## src/pca_defs.vh

```
// Constants for the counter array timebase block.
`ifndef PCA_DEFS_VH
`define PCA_DEFS_VH
`define PCA_SEL_DIV12   3'h0
`define PCA_SEL_DIV4    3'h1
`define PCA_SEL_T0OVF   3'h2
`define PCA_SEL_EXTIN   3'h3
`define PCA_SEL_SYSCLK  3'h4
`define PCA_SEL_OSCDIV8 3'h5
`define PCA_DIV12_LAST  4'hB
`define PCA_DIV4_LAST   4'h3
`define PCA_CNT_RESET   16'h0000
`define PCA_CNT_MAX     16'hFFFF
`endif

```

## src/pca_timebase.v

```verilog
// Sixteen-bit counter with selectable timebase, coherent reads and overflow flag.
//
// Contract
// RULE1 - Sixteen-bit up-counter read as two bytes.
// RULE2 - Low byte read snapshots high byte.
// RULE3 - Software reads low byte before high.
// RULE4 - Reads never disturb counting.
// RULE5 - Three-bit select picks count source.
// RULE6 - External input counts falling edges only.
// RULE7 - Oscillator tick synchronised before counting.
// RULE8 - Rollover to zero sets overflow flag.
// RULE9 - Enabled flag raises interrupt request.
// RULE10 - Only software clears overflow flag.
// RULE11 - Idle control low keeps counting.
// RULE12 - Reset enters watchdog mode, restricts writes.
// RULE13 - Idle control high halts during idle.
`timescale 1ns/10ps
`include "pca_defs.vh"

module pca_timebase (
    CLK,
    RST_N,
    CE,
    TIMEBASE_SELECT,
    OVERFLOW_IRQ_ENABLE,
    IDLE_HALT_CONTROL,
    CPU_IDLE,
    TIMER0_OVERFLOW,
    EXTERNAL_COUNT_INPUT,
    OSC_DIV8_TICK,
    READ_LOW,
    READ_HIGH,
    WRITE_LOW,
    WRITE_HIGH,
    WRITE_DATA,
    CLEAR_FLAG,
    WATCHDOG_DISABLE,
    READ_DATA,
    COUNTER_OVERFLOW_FLAG,
    IRQ,
    MODULE_WATCHDOG_MODE
);
    input  wire       CLK;
    input  wire       RST_N;
    input  wire       CE;
    input  wire [2:0] TIMEBASE_SELECT;
    input  wire       OVERFLOW_IRQ_ENABLE;
    input  wire       IDLE_HALT_CONTROL;
    input  wire       CPU_IDLE;
    input  wire       TIMER0_OVERFLOW;
    input  wire       EXTERNAL_COUNT_INPUT;
    input  wire       OSC_DIV8_TICK;
    input  wire       READ_LOW;
    input  wire       READ_HIGH;
    input  wire       WRITE_LOW;
    input  wire       WRITE_HIGH;
    input  wire [7:0] WRITE_DATA;
    input  wire       CLEAR_FLAG;
    input  wire       WATCHDOG_DISABLE;
    output reg  [7:0] READ_DATA;
    output reg        COUNTER_OVERFLOW_FLAG;
    output wire       IRQ;
    output reg        MODULE_WATCHDOG_MODE;

    reg  [15:0] count;
    reg  [7:0]  snapshot;
    reg  [3:0]  prescale;
    reg         ext_prev;
    reg  [2:0]  osc_pipe;
    reg         tick;
    wire        run;
    wire [3:0]  pre_last;
    wire        pre_done;
    wire        ext_fall;
    wire        osc_rise;
    wire [2:0]  osc_src;
    wire        write_any;
    wire        write_low_ok;
    wire        write_high_ok;
    wire        advance;
    wire        rollover;
    genvar      g;

    //////////////////////////////////////////////////////////////////////////////
    // Select decoding.

    // Terminal count of the prescaler for one select code.
    function [3:0] last_of;
        input [2:0] sel;
        begin
            if (sel == `PCA_SEL_DIV4) begin
                last_of = `PCA_DIV4_LAST;
            end else begin
                last_of = `PCA_DIV12_LAST;
            end
        end
    endfunction

    // True for the two select codes whose ticks come from the prescaler.
    function uses_prescaler;
        input [2:0] sel;
        begin
            uses_prescaler = (sel == `PCA_SEL_DIV12) || (sel == `PCA_SEL_DIV4);
        end
    endfunction

    //////////////////////////////////////////////////////////////////////////////
    // Timebase selection.

    // Counting stops only when idle halting is requested and the CPU idles.
    assign run = ~(IDLE_HALT_CONTROL & CPU_IDLE); // [RULE11] [RULE13]

    // The prescaler wraps at the terminal count of the chosen divider.
    assign pre_last = last_of(TIMEBASE_SELECT);
    assign pre_done = uses_prescaler(TIMEBASE_SELECT) && (prescale == pre_last);

    // Only a high-to-low step on the count input and a rising oscillator step give ticks.
    assign ext_fall = ext_prev & ~EXTERNAL_COUNT_INPUT; // [RULE6]
    assign osc_rise = osc_pipe[1] & ~osc_pipe[2]; // [RULE7]

    // Choose one count tick per cycle from the selected source.
    always @* begin
        case (TIMEBASE_SELECT) // [RULE5]
            `PCA_SEL_DIV12:   tick = pre_done;
            `PCA_SEL_DIV4:    tick = pre_done;
            `PCA_SEL_T0OVF:   tick = TIMER0_OVERFLOW;
            `PCA_SEL_EXTIN:   tick = ext_fall;
            `PCA_SEL_SYSCLK:  tick = 1'b1;
            `PCA_SEL_OSCDIV8: tick = osc_rise;
            default:          tick = 1'b0;
        endcase
    end

    // The prescaler runs only with counting and restarts from zero on another source.
    // A value above the terminal count after a select change wraps at once.
    always @(posedge CLK) begin
        if (!RST_N) begin
            prescale <= 4'h0;
        end else if (CE && run) begin
            if (!uses_prescaler(TIMEBASE_SELECT) || pre_done || prescale > pre_last) begin
                prescale <= 4'h0;
            end else begin
                prescale <= prescale + 4'h1;
            end
        end
    end

    // Edge history of the count input resets to its idle high level, so no false edge.
    always @(posedge CLK) begin
        if (!RST_N) begin
            ext_prev <= 1'b1;
        end else if (CE) begin
            ext_prev <= EXTERNAL_COUNT_INPUT;
        end
    end

    // Two synchroniser stages and one history stage for the oscillator tick.
    // Only the second stage reads the first, which keeps metastability contained.
    assign osc_src = {osc_pipe[1:0], OSC_DIV8_TICK};
    generate
        for (g = 0; g < 3; g = g + 1) begin : osc_stage
            always @(posedge CLK) begin
                if (!RST_N) begin
                    osc_pipe[g] <= 1'b0;
                end else if (CE) begin
                    osc_pipe[g] <= osc_src[g]; // [RULE7]
                end
            end
        end
    endgenerate

    //////////////////////////////////////////////////////////////////////////////
    // Counter, snapshot, flag and watchdog mode.

    // Writes are refused while watchdog mode holds; an accepted write wins over a tick.
    // Reads take no part in these terms, so they never disturb counting.
    assign write_any     = (WRITE_LOW | WRITE_HIGH) & ~MODULE_WATCHDOG_MODE; // [RULE12]
    assign write_low_ok  = WRITE_LOW & ~MODULE_WATCHDOG_MODE;
    assign write_high_ok = WRITE_HIGH & ~WRITE_LOW & ~MODULE_WATCHDOG_MODE;
    assign advance       = run & tick & ~write_any; // [RULE4]
    assign rollover      = advance & (count == `PCA_CNT_MAX);

    // The sixteen-bit counter takes a byte write or advances by one.
    // The low byte write wins when both strobes come together.
    always @(posedge CLK) begin
        if (!RST_N) begin
            count <= `PCA_CNT_RESET;
        end else if (CE) begin
            if (write_low_ok) begin
                count[7:0] <= WRITE_DATA;
            end else if (write_high_ok) begin
                count[15:8] <= WRITE_DATA;
            end else if (advance) begin
                count <= count + 16'h0001; // [RULE1]
            end
        end
    end

    // Watchdog mode is entered on every reset and left only on request.
    // Leaving takes effect on the next cycle, so a write in the same cycle is refused.
    always @(posedge CLK) begin
        if (!RST_N) begin
            MODULE_WATCHDOG_MODE <= 1'b1; // [RULE12]
        end else if (CE) begin
            if (WATCHDOG_DISABLE) begin
                MODULE_WATCHDOG_MODE <= 1'b0;
            end
        end
    end

    // The overflow flag is sticky; a rollover wins over a clear in the same cycle.
    // Nothing but the clear strobe lowers it, servicing the interrupt included.
    always @(posedge CLK) begin
        if (!RST_N) begin
            COUNTER_OVERFLOW_FLAG <= 1'b0;
        end else if (CE) begin
            if (rollover) begin
                COUNTER_OVERFLOW_FLAG <= 1'b1; // [RULE8]
            end else if (CLEAR_FLAG) begin
                COUNTER_OVERFLOW_FLAG <= 1'b0; // [RULE10]
            end
        end
    end

    // A low byte read captures the high byte; a high byte read returns that capture.
    // The read data holds its value until the next read strobe.
    always @(posedge CLK) begin
        if (!RST_N) begin
            snapshot  <= 8'h00;
            READ_DATA <= 8'h00;
        end else if (CE) begin
            if (READ_LOW) begin
                snapshot  <= count[15:8]; // [RULE2]
                READ_DATA <= count[7:0];
            end else if (READ_HIGH) begin
                READ_DATA <= snapshot; // [RULE2]
            end
        end
    end

    // Interrupt request follows the flag while enabled.
    assign IRQ = COUNTER_OVERFLOW_FLAG & OVERFLOW_IRQ_ENABLE; // [RULE9]
endmodule

```

## config.mk

```make
export PLATFORM = sky130hd
export DESIGN_NAME = pca_timebase
export DESIGN_NICKNAME = d
export VERILOG_FILES = /design/src/pca_timebase.v
export VERILOG_INCLUDE_DIRS = /design/src /design/src/src
export SDC_FILE = /design/constraint.sdc
export NUM_CORES = 1
export LEC_CHECK = 0
export ABC_CLOCK_PERIOD_IN_PS = 2200
export BUFFER_PORTS_ARGS = -buffer_cell sky130_fd_sc_hd__buf_4
export CAP_MARGIN = 20
export CORE_MARGIN = 5
export CORE_UTILIZATION = 35
export DETAILED_ROUTE_END_ITERATION = 12
export GPL_TIMING_DRIVEN = 0
export PLACE_DENSITY = 0.63
export SYNTH_ARGS = -nofsm -noshare
export SYNTH_HDL_FRONTEND = slang
export SYNTH_SLANG_ARGS = --single-unit
```

## constraint.sdc

```tcl
create_clock -name CLK -period 2.2 [get_ports CLK]
set_input_delay 0.33 -clock CLK [delete_from_list [all_inputs] [get_ports CLK]]
set_output_delay 0.33 -clock CLK [all_outputs]
set_load 0.02 [all_outputs]
```

# [Word level (Yosys, flattened, before mapping)]
# Cells that the tools add are included.
[totals] inputBits=26 output_inout_bits=11 reg_bits=42
[classes] bitwise=19 order_cmp=1 n_reduce_logical=18 n_addsub=2 n_eq_ne=8 n_mux=11
[op_table] operator="8-bit two-way mux" count=5
[op_table] operator="16-bit by 1-bit adder with 16-bit output, second input constant" count=1
[op_table] operator="16-bit == test, second input constant" count=1
[op_table] operator="16-bit two-way mux" count=1
[op_table] operator="1-bit bitwise AND" count=11
[op_table] operator="4-bit two-way mux" count=2
[op_table] operator="2-bit AND reduction" count=4
[op_table] operator="2-bit nonzero test" count=4
[op_table] operator="1-bit NOT" count=7
[op_table] operator="3-bit by 2-bit == test with 1-bit output, second input constant" count=2
[op_table] operator="3-bit == test, second input constant" count=2
[op_table] operator="3-bit AND reduction" count=2
[op_table] operator="1-bit one-hot mux with 5 select lines" count=1
[op_table] operator="4-bit by 1-bit adder with 4-bit output, second input constant" count=1
[op_table] operator="4-bit == test" count=1
[op_table] operator="4-bit greater-than comparator" count=1
[op_table] operator="3-bit by 1-bit == test with 1-bit output, second input constant" count=1
[op_table] operator="3-bit zero test" count=1
[op_table] operator="1-bit logical OR" count=3
[op_table] operator="1-bit logical AND" count=2
[op_table] operator="1-bit two-way mux" count=2
[op_table] operator="2-bit != test, second input constant" count=1
[op_table] operator="2-bit OR reduction" count=1
[op_table] operator="1-bit zero test" count=1
[op_table] operator="1-bit OR" count=1

# [Depth between registers and ports, before layout]
# Gate-level depths: netlist of the first run.
[depth] ltp_word=10 ltp_mapped=8

# [Worst setup path after synthesis of the first run]
# Ideal clock, no wire load.
[synth_path] path_type="in2reg" start="input port TIMEBASE_SELECT[0]" end="register count[12]" stages=8 arrival_time_ns=1.842 path_slack_ns=0.243 path_cell_list="nor3b_1 ha_1 and3b_1 o221ai_2 a211oi_2 buf_4 a41oi_1 a31o_1"
[synth_between] elab_chain_len=9 word_cells_on_any_way=16 classes_between="eq/ne: 6; mux: 2; bitwise: 2; reduce/logical: 6"
[synth_rtl] item="start: declaration" line="pca_timebase.v:46" text="input wire [2:0] TIMEBASE_SELECT;"
[synth_rtl] item="3-bit by 1-bit == test with 1-bit output" line="pca_timebase.v:123" text="case (TIMEBASE_SELECT)"
[synth_rtl] item="4-bit two-way mux" line="pca_timebase.v:91" text="if (sel == `PCA_SEL_DIV4) begin"
[synth_rtl] item="4-bit == test" line="pca_timebase.v:115" text="assign pre_done = uses_prescaler(TIMEBASE_SELECT) && (prescale == pre_last);"
[synth_rtl] item="1-bit logical AND" line="pca_timebase.v:115"
[synth_rtl] item="1-bit one-hot mux with 5 select lines (*)" line="pca_timebase.v:123"
[synth_rtl] item="1-bit bitwise AND (*) (2 in a row)" line="pca_timebase.v:180" text="assign advance = run & tick & ~write_any;"
[synth_rtl] item="2-bit nonzero test (no source line) (*)"
[synth_rtl] item="3-bit AND reduction (no source line) (*)"
[synth_rtl] item="end signal: assignment" line="pca_timebase.v:187" text="count <= `PCA_CNT_RESET;"
[synth_rtl] item="end signal: assignment" line="pca_timebase.v:194" text="count <= count + 16'h0001;"
[synth_rtl] item="end: declaration" line="pca_timebase.v:65" text="reg [15:0] count;"
# Mark *: on every way between the ends. The rest lies on a longest branch, timed or not.
# A chain may end at the register's enable or synchronous reset.

# [Final worst setup path of the first run]
[layout_path] start="register prescale[3]" end="register count[12]"
[layout_between] elab_chain_len=7
[layout_rtl] item="start: declaration" line="pca_timebase.v:67" text="reg [3:0] prescale;"
[layout_rtl] item="start signal: assignment" line="pca_timebase.v:143" text="prescale <= prescale + 4'h1;"
[layout_rtl] item="4-bit == test" line="pca_timebase.v:115"
[layout_rtl] item="1-bit logical AND" line="pca_timebase.v:115"
[layout_rtl] item="1-bit one-hot mux with 5 select lines" line="pca_timebase.v:123"
[layout_rtl] item="1-bit bitwise AND (2 in a row)" line="pca_timebase.v:180"
[layout_rtl] item="2-bit nonzero test (no source line)"
[layout_rtl] item="3-bit AND reduction (no source line)"
# No other way between the ends.

==> results of run 1 <==
how the worst max path moves through the flow:
stage,slack (ns),depth (start not counted),end
floorplan,0.24,8,count[12]
global placement,-0.20,9,count[14]
detailed placement,-0.17,9,count[12]
CTS,0.08,7,count[15]
global route,0.07,7,count[14]
finish,0.16,7,count[12]
power by group through the flow:
| stage | combinational, mW | clock (mW) | sequential [mW] |
|---|---|---|---|
| after floorplan | 0.114 | 0 | 0.832 |
| after global placement | 0.214 | 0 | 0.824 |
| after detailed placement | 0.214 | 0 | 0.825 |
| after CTS | 0.215 | 0.758 | 0.807 |
| after global routing | 0.237 | 0.795 | 0.812 |
| final | 0.217 | 0.749 | 0.807 |
layer usage:
metal | global-route usage (%) | wire, um | vias up | part of all wire [%]
met3 | 4.00 | 510 | 4 | 8.2
met5 | 0 | 0 | - | 0
met2 | 23.0 | 2780 | 74 | 45
met4 | 3.72 | 48 | 0 | 0.77
li1 | - | - | 1110 | -
met1 | 21.2 | 2880 | 1020 | 46
flip-flops by register name (all words and copies together) (netlist names):
register               cells
osc_pipe                   3
prescale                   4
snapshot                   8
COUNTER_OVERFLOW_FLAG      1
MODULE_WATCHDOG_MODE       1
ext_prev                   1
count                     16
READ_DATA                  8
critical path, cell delays in order, from the launching register on:
cell	delay, ns
dfxtp_1	0.33
ha_1	0.29
and3b_1	0.18
o221ai_2	0.15
a211oi_4	0.40
buf_4	0.26
a41oi_1	0.12
a31o_1	0.21
area by class of cell:
| type | count | area [sq um] | area share, % |
|---|---|---|---|
| clock inverters | 3 | 68.8 | 2.48 |
| clock buffers | 5 | 68.8 | 2.48 |
| repair buffers | 34 | 255 | 9.19 |
| plain buffers | 17 | 75.1 | 2.70 |
| multi-input cells | 216 | 1360 | 49.0 |
| flip-flops and latches | 42 | 841 | 30.3 |
| well taps | 77 | 96.3 | 3.47 |
| inverters | 3 | 11.3 | 0.405 |
synth_stat cells (2+ instances only):
library cell,instances
clkbuf_1,11
and2_1,5
a311oi_2,2
xor2_1,3
o31ai_1,4
ha_1,3
dfxtp_1,42
mux2i_1,13
xnor2_1,2
buf_2,3
nand2_1,43
a21oi_1,12
o22ai_1,2
buf_4,2
nand2b_1,3
a211oi_1,12
and3_1,7
o21ai_0,6
nor2_1,26
a41o_1,3
a41oi_1,2
nor4_1,2
nor2b_1,2
nand4_1,8
o21a_1,2
nor3_1,4
o21ai_1,2
o211ai_1,5
nand3_1,19
and4_1,2
inv_1,2
o41ai_1,2
per-stage QoR:
step	cells	power, mW	utilization, %	cell area, sq um	setup TNS [ns]
after floorplan	278	0.946	-	2280	0
after global placement	389	1.04	41.5	2630	-1.90
after detailed placement	389	1.04	41.5	2630	-1.45
after CTS	397	1.78	43.6	2770	0
after global routing	397	1.84	43.7	2780	0
final	397	1.77	43.7	2780	0
what timing repair did:
item / CTS / global route
resized for setup: 0 / 1
setup buffers: 0 / 0
endpoints found under the setup margin: 0 / 3
logic make-up (layout without fill, tap and decap cells):
| logic type | Yosys count | after routing | share of synthesized area (%) |
|---|---|---|---|
| AOI/OAI and AO/OA | 69 | 69 | 23.3 |
| xor gates and xnor gates | 5 | 5 | 1.92 |
| adders and majority gates | 3 | 3 | 1.65 |
| buffers and inverters | 20 | 62 | 3.78 |
| DFF | 42 | 42 | 36.9 |
| muxes | 13 | 13 | 5.70 |
| and+or+nand+nor | 126 | 126 | 26.8 |
==> results.md, run 1 <==
- Die H: about 91 um
- TritonCTS clock tree: built
- Clock Tree Buf Depth: 2
- Yosys cell types: 54
- Avg Inst Size Synth: between 8 and 9 sq um
- Hold buffers post-CTS: 0
- Reg2reg end: count[12]
- Seq/Total Area, Yosys: 36.9%
- Die X: 90.7 um
- Total global-route track usage: 15.1%
- # diodes: 0
- Hpwl dp: 4630 um
- FFs w/ async S/R, synth: 0%
- Detailed-route via count: 2208
- Area Overhead vs Synth: 21.8%
- Worst reg2reg path depth: 7
- Worst hold stages: 3
- Synth top area share: 36.9%
- Post-route DRC: 0
- CTS sink cnt: 42
- Fmax: 491 MHz
- Switch share: 25.0%
- Global-route wire length before repair: 10300 um
- CTS clk-pin slew, worst paths: 0.09 ns
- Worst Hold End: ext_prev
- Setup Crit Path Kind: reg -> reg
- Hold WS: 0.264 ns
- Setup WS pre-CTS: -0.169 ns
- R2R setup slack: 0.16 ns
- Top post-synthesis cells by area: dfxtp_1, nand2_1, mux2i_1
- CTS Buf Count: 5
- Unrepaired setup endpoints after global routing: no
- Drt total wl: 6220 um
- P per Cell Area: roughly 640 nW/um^2
- CP Capture Type: register
- Worst Path Arrival: 2.24 ns
- Antenna violations before repair: 0
- Placer Congestion: 0.932
- Rows: 29
- Hold Startpoint: EXTERNAL_COUNT_INPUT
- Initial drt markers: 165
- Syn. warnings: 0
- H-tree levels: 2
- Vias in the first global route: between 2000 and 2500
- Core footprint: 6350 sq um
- Clk pwr share: 42.2%
- Endpoints failing setup: 0
- Status: finished, final reports clean
- Main synth FF type: dfxtp_1
- Port-buffer cells: 34
- Synth area leader: dfxtp_1
- Synth Register Bits: 42
- Initial cell density of the core: 35.9%
- Worst slew margin: 58.3%
- Syn Nets: 307
- Fin. max-slew vios: 0
- Power share of the sequential group: 45.5%
- Filler cells: ~650
- Worst Hold Class: in -> reg
- Power Internal: 1.33 mW
- Total die area: 8230 sq um
- Tmin final: 2.04 ns
- Syn Inst Count: roughly 280
- VDD IR-drop max: 0.411 mV
- CP startpoint kind: register
- Commonest non-fill, non-tap cells in the layout: nand2_1, dfxtp_1, buf_4
- Most common cell after layout, fill and taps aside: nand2_1
- Fraction of layout cells with a size suffix above 1: 17.2%
- Worst setup margin: 0.163 ns
- # IOs: 37
- Clk Tree Root Cell: clkbuf_8
- Clk_lat worst skew: 0.30 ns
- Post-synth EDFFs: 0
- Reg2reg start: prescale[3]
- # nets final: 348
- Fin crit share: between 90% and 100%
- Static Leak: 1.04 nW
- DRT Pass-1 Iters: 4
- Max-cap violations: 0
- Syn Std Cell Area: 2280 sq um
- Critical path peak fanout: 10
- Clk_skew: 0.0145 ns
- Post-DR vias/cell: 5.56
- Final Hold Viols: 0
- Worst slew pin tran: 0.626 ns
- Critical path startpoint: prescale[3]
- Detail Route Antenna Nets: 0
- Largest net degree at the start of global routing: 15
- WP data required: 2.40 ns
- Mean routed wirelength per cell: approximately 16 um
- Grt total ovfl: 0
- Net Sw Power: 0.443 mW
- Comb pwr share: about an eighth
(Power assumes the default switching activity.)
==> run 2, diff against run 1 <==
- CORE_MARGIN: 5 -> default
- SKIP_CTS_REPAIR_TIMING: default -> 1
==> run 2 against run 1 <==
Net effect: core utilization shrank 0.42 points; non-clock buffer count is the same; register-to-register slack lost 0.05 ns; wire length is essentially flat; sequential cell count is the same; cell count is the same; final area shrank 1.5%; setup slack lost 0.049 ns; largest cell class unchanged.
==> results.md, run 2 (synthesis gave the netlist of run 1 again) <==
- Port-buffer cells: 34
- Area of the multi-input gates: 1360 sq um
- # IOs: 37
- Placed instance area: about 2600 sq um
- Most common cell after layout, fill and taps aside: nand2_1
- # nets final: 348
- TritonCTS clock tree: built
- VDD IR-drop max: 0.325 mV
- Total global-route track usage: between 20% and 30%
- Die H: 82.7 um
- CP Capture Type: register
- Worst Path Buf+Inv: 1
- Rows: 29
- Total die area: ~6800 sq um
- CTS sink cnt: 42
- Global-route wire length before repair: 10200 um
- P per Cell Area: 571 nW/um^2
- Antenna violations before repair: 0
- Grt total ovfl: 0
- Tmin final: 2.09 ns
- Clk_skew: 0.0139 ns
- Critical path peak fanout: 10
- Largest net degree at the start of global routing: 14
- Fin. max-slew vios: 0
- CTS Buf Count: 5
- Critical path cell sequence: ha_1 -> and3b_1 -> o221ai_2 -> a211oi_4 -> buf_4 -> a41oi_1 -> a31o_1
- Unrepaired setup endpoints after global routing: no
- Worst slew pin tran: 0.617 ns
- Static Leak: 1.01 nW
- Area Overhead vs Synth: 19.9%
- Cell at the slowest stage of the critical path: a211oi_4
- CP max stage delay: approximately 0.41 ns
- Reg area: between 800 and 900 sq um
- Worst setup margin: 0.113 ns
- Detail Route Antenna Nets: 0
- Hpwl dp: 4650 um
- H-tree levels: 2
- Detailed-route via count: 2285
- CP top delay family: compound AO/OA/AOI/OAI gates
- Vias in the first global route: 2056
- Status: finished, final reports clean
- Drt total wl: 6220 um
- Commonest non-fill, non-tap cells in the layout: nand2_1, dfxtp_1, buf_4
- Core footprint: 6310 sq um
- Endpoints failing setup: 0
- Initial drt markers: 195
- Clk Tree Root Cell: clkbuf_8
- DRT Pass-1 Iters: 5
- Post-DR vias/cell: 5.76
- Largest Register: count
- Setup WS pre-CTS: -0.224 ns
- Clock Tree Buf Depth: 2
- Max-cap violations: 0
- Post-route cell area: 2740 sq um
- Hold WS: 0.256 ns
- Worst Path Arrival: roughly 2.3 ns
- Max reg flops: 16
- Largest regs: count: 16 flops, READ_DATA: 8 flops, snapshot: 8 flops
- Clk_lat worst skew: slightly above 0.3 ns
- WP data required: between 2 and 2.5 ns
- Final Hold Viols: 0
- Placer Congestion: 0.883
- Fmax: 479 MHz
- Filler cells: 670
- Mean routed wirelength per cell: 15.7 um
- Die X: slightly above 80 um
- Worst slew margin: between 50% and 60%
- CTS clk-pin slew, worst paths: 0.09 ns
- Worst Hold Class: in -> reg
- Fraction of layout cells with a size suffix above 1: 17.2%
- Setup Crit Path Kind: reg -> reg
- Initial cell density of the core: 36.1%
- Post-route DRC: 0
- CP startpoint kind: register
- # diodes: 0
- Fin crit share: 94.9%
## run 2: cell count changes in the layout (fill, tap and decap cells not counted), sizes merged
cell,before,now
bufinv,2,0
clkinvlp,0,1
clkbuf,16,17
## run 2: worst paths after layout
path | slack [ns] | endpoint | startpoint | cells past startpoint
setup / recovery | 0.11 | count[12] | prescale[3] | 7
hold / removal | 0.26 | ext_prev | EXTERNAL_COUNT_INPUT | 3
setup reg to reg | 0.11 | count[12] | prescale[3] | 7
hold reg to reg | 0.46 | snapshot[6] | snapshot[6] | 2
## run 2: final cells by class
type,count,area share (%)
multi-input cells,216,49.8
flip-flops and latches,42,30.7
repair buffers,34,9.33
well taps,77,3.52
clock buffers,6,3.02
plain buffers,17,2.74
clock inverters,2,0.457
inverters,3,0.412
## run 2: per-stage QoR
stage / total power [mW] / util (%) / TNS (ns) / cells
2_1_floorplan: 0.946 / - / 0 / 278
3_3_place_gp: 1.04 / 41.7 / -2.15 / 389
3_5_place_dp: 1.04 / 41.7 / -2.29 / 389
4_1_cts: 1.58 / 43.2 / 0 / 397
5_1_grt: 1.64 / 43.3 / 0 / 397
6_report: 1.56 / 43.3 / 0 / 397
## run 2: worst register-to-register path: stages, from the launching register on
cell and delay, ns:
dfxtp_1 0.33, ha_1 0.30, and3b_1 0.19, o221ai_2 0.16
a211oi_4 0.41, buf_4 0.26, a41oi_1 0.14, a31o_1 0.22
## run 2: layer usage
| metal | up-vias | GRT usage, % | wire (um) |
|---|---|---|---|
| li1 | 1113 | - | - |
| met1 | 1066 | 26.4 | 2890 |
| met2 | 96 | 32.0 | 2840 |
| met3 | 10 | 3.96 | 394 |
| met4 | 0 | 7.41 | 97 |
| met5 | - | 0 | 0 |
## run 2: where the power goes
group	total [mW]	switching, mW	internal, mW
Clock	0.535	0.283	0.253
Sequential	0.808	0.0244	0.784
Combinational	0.217	0.126	0.0915
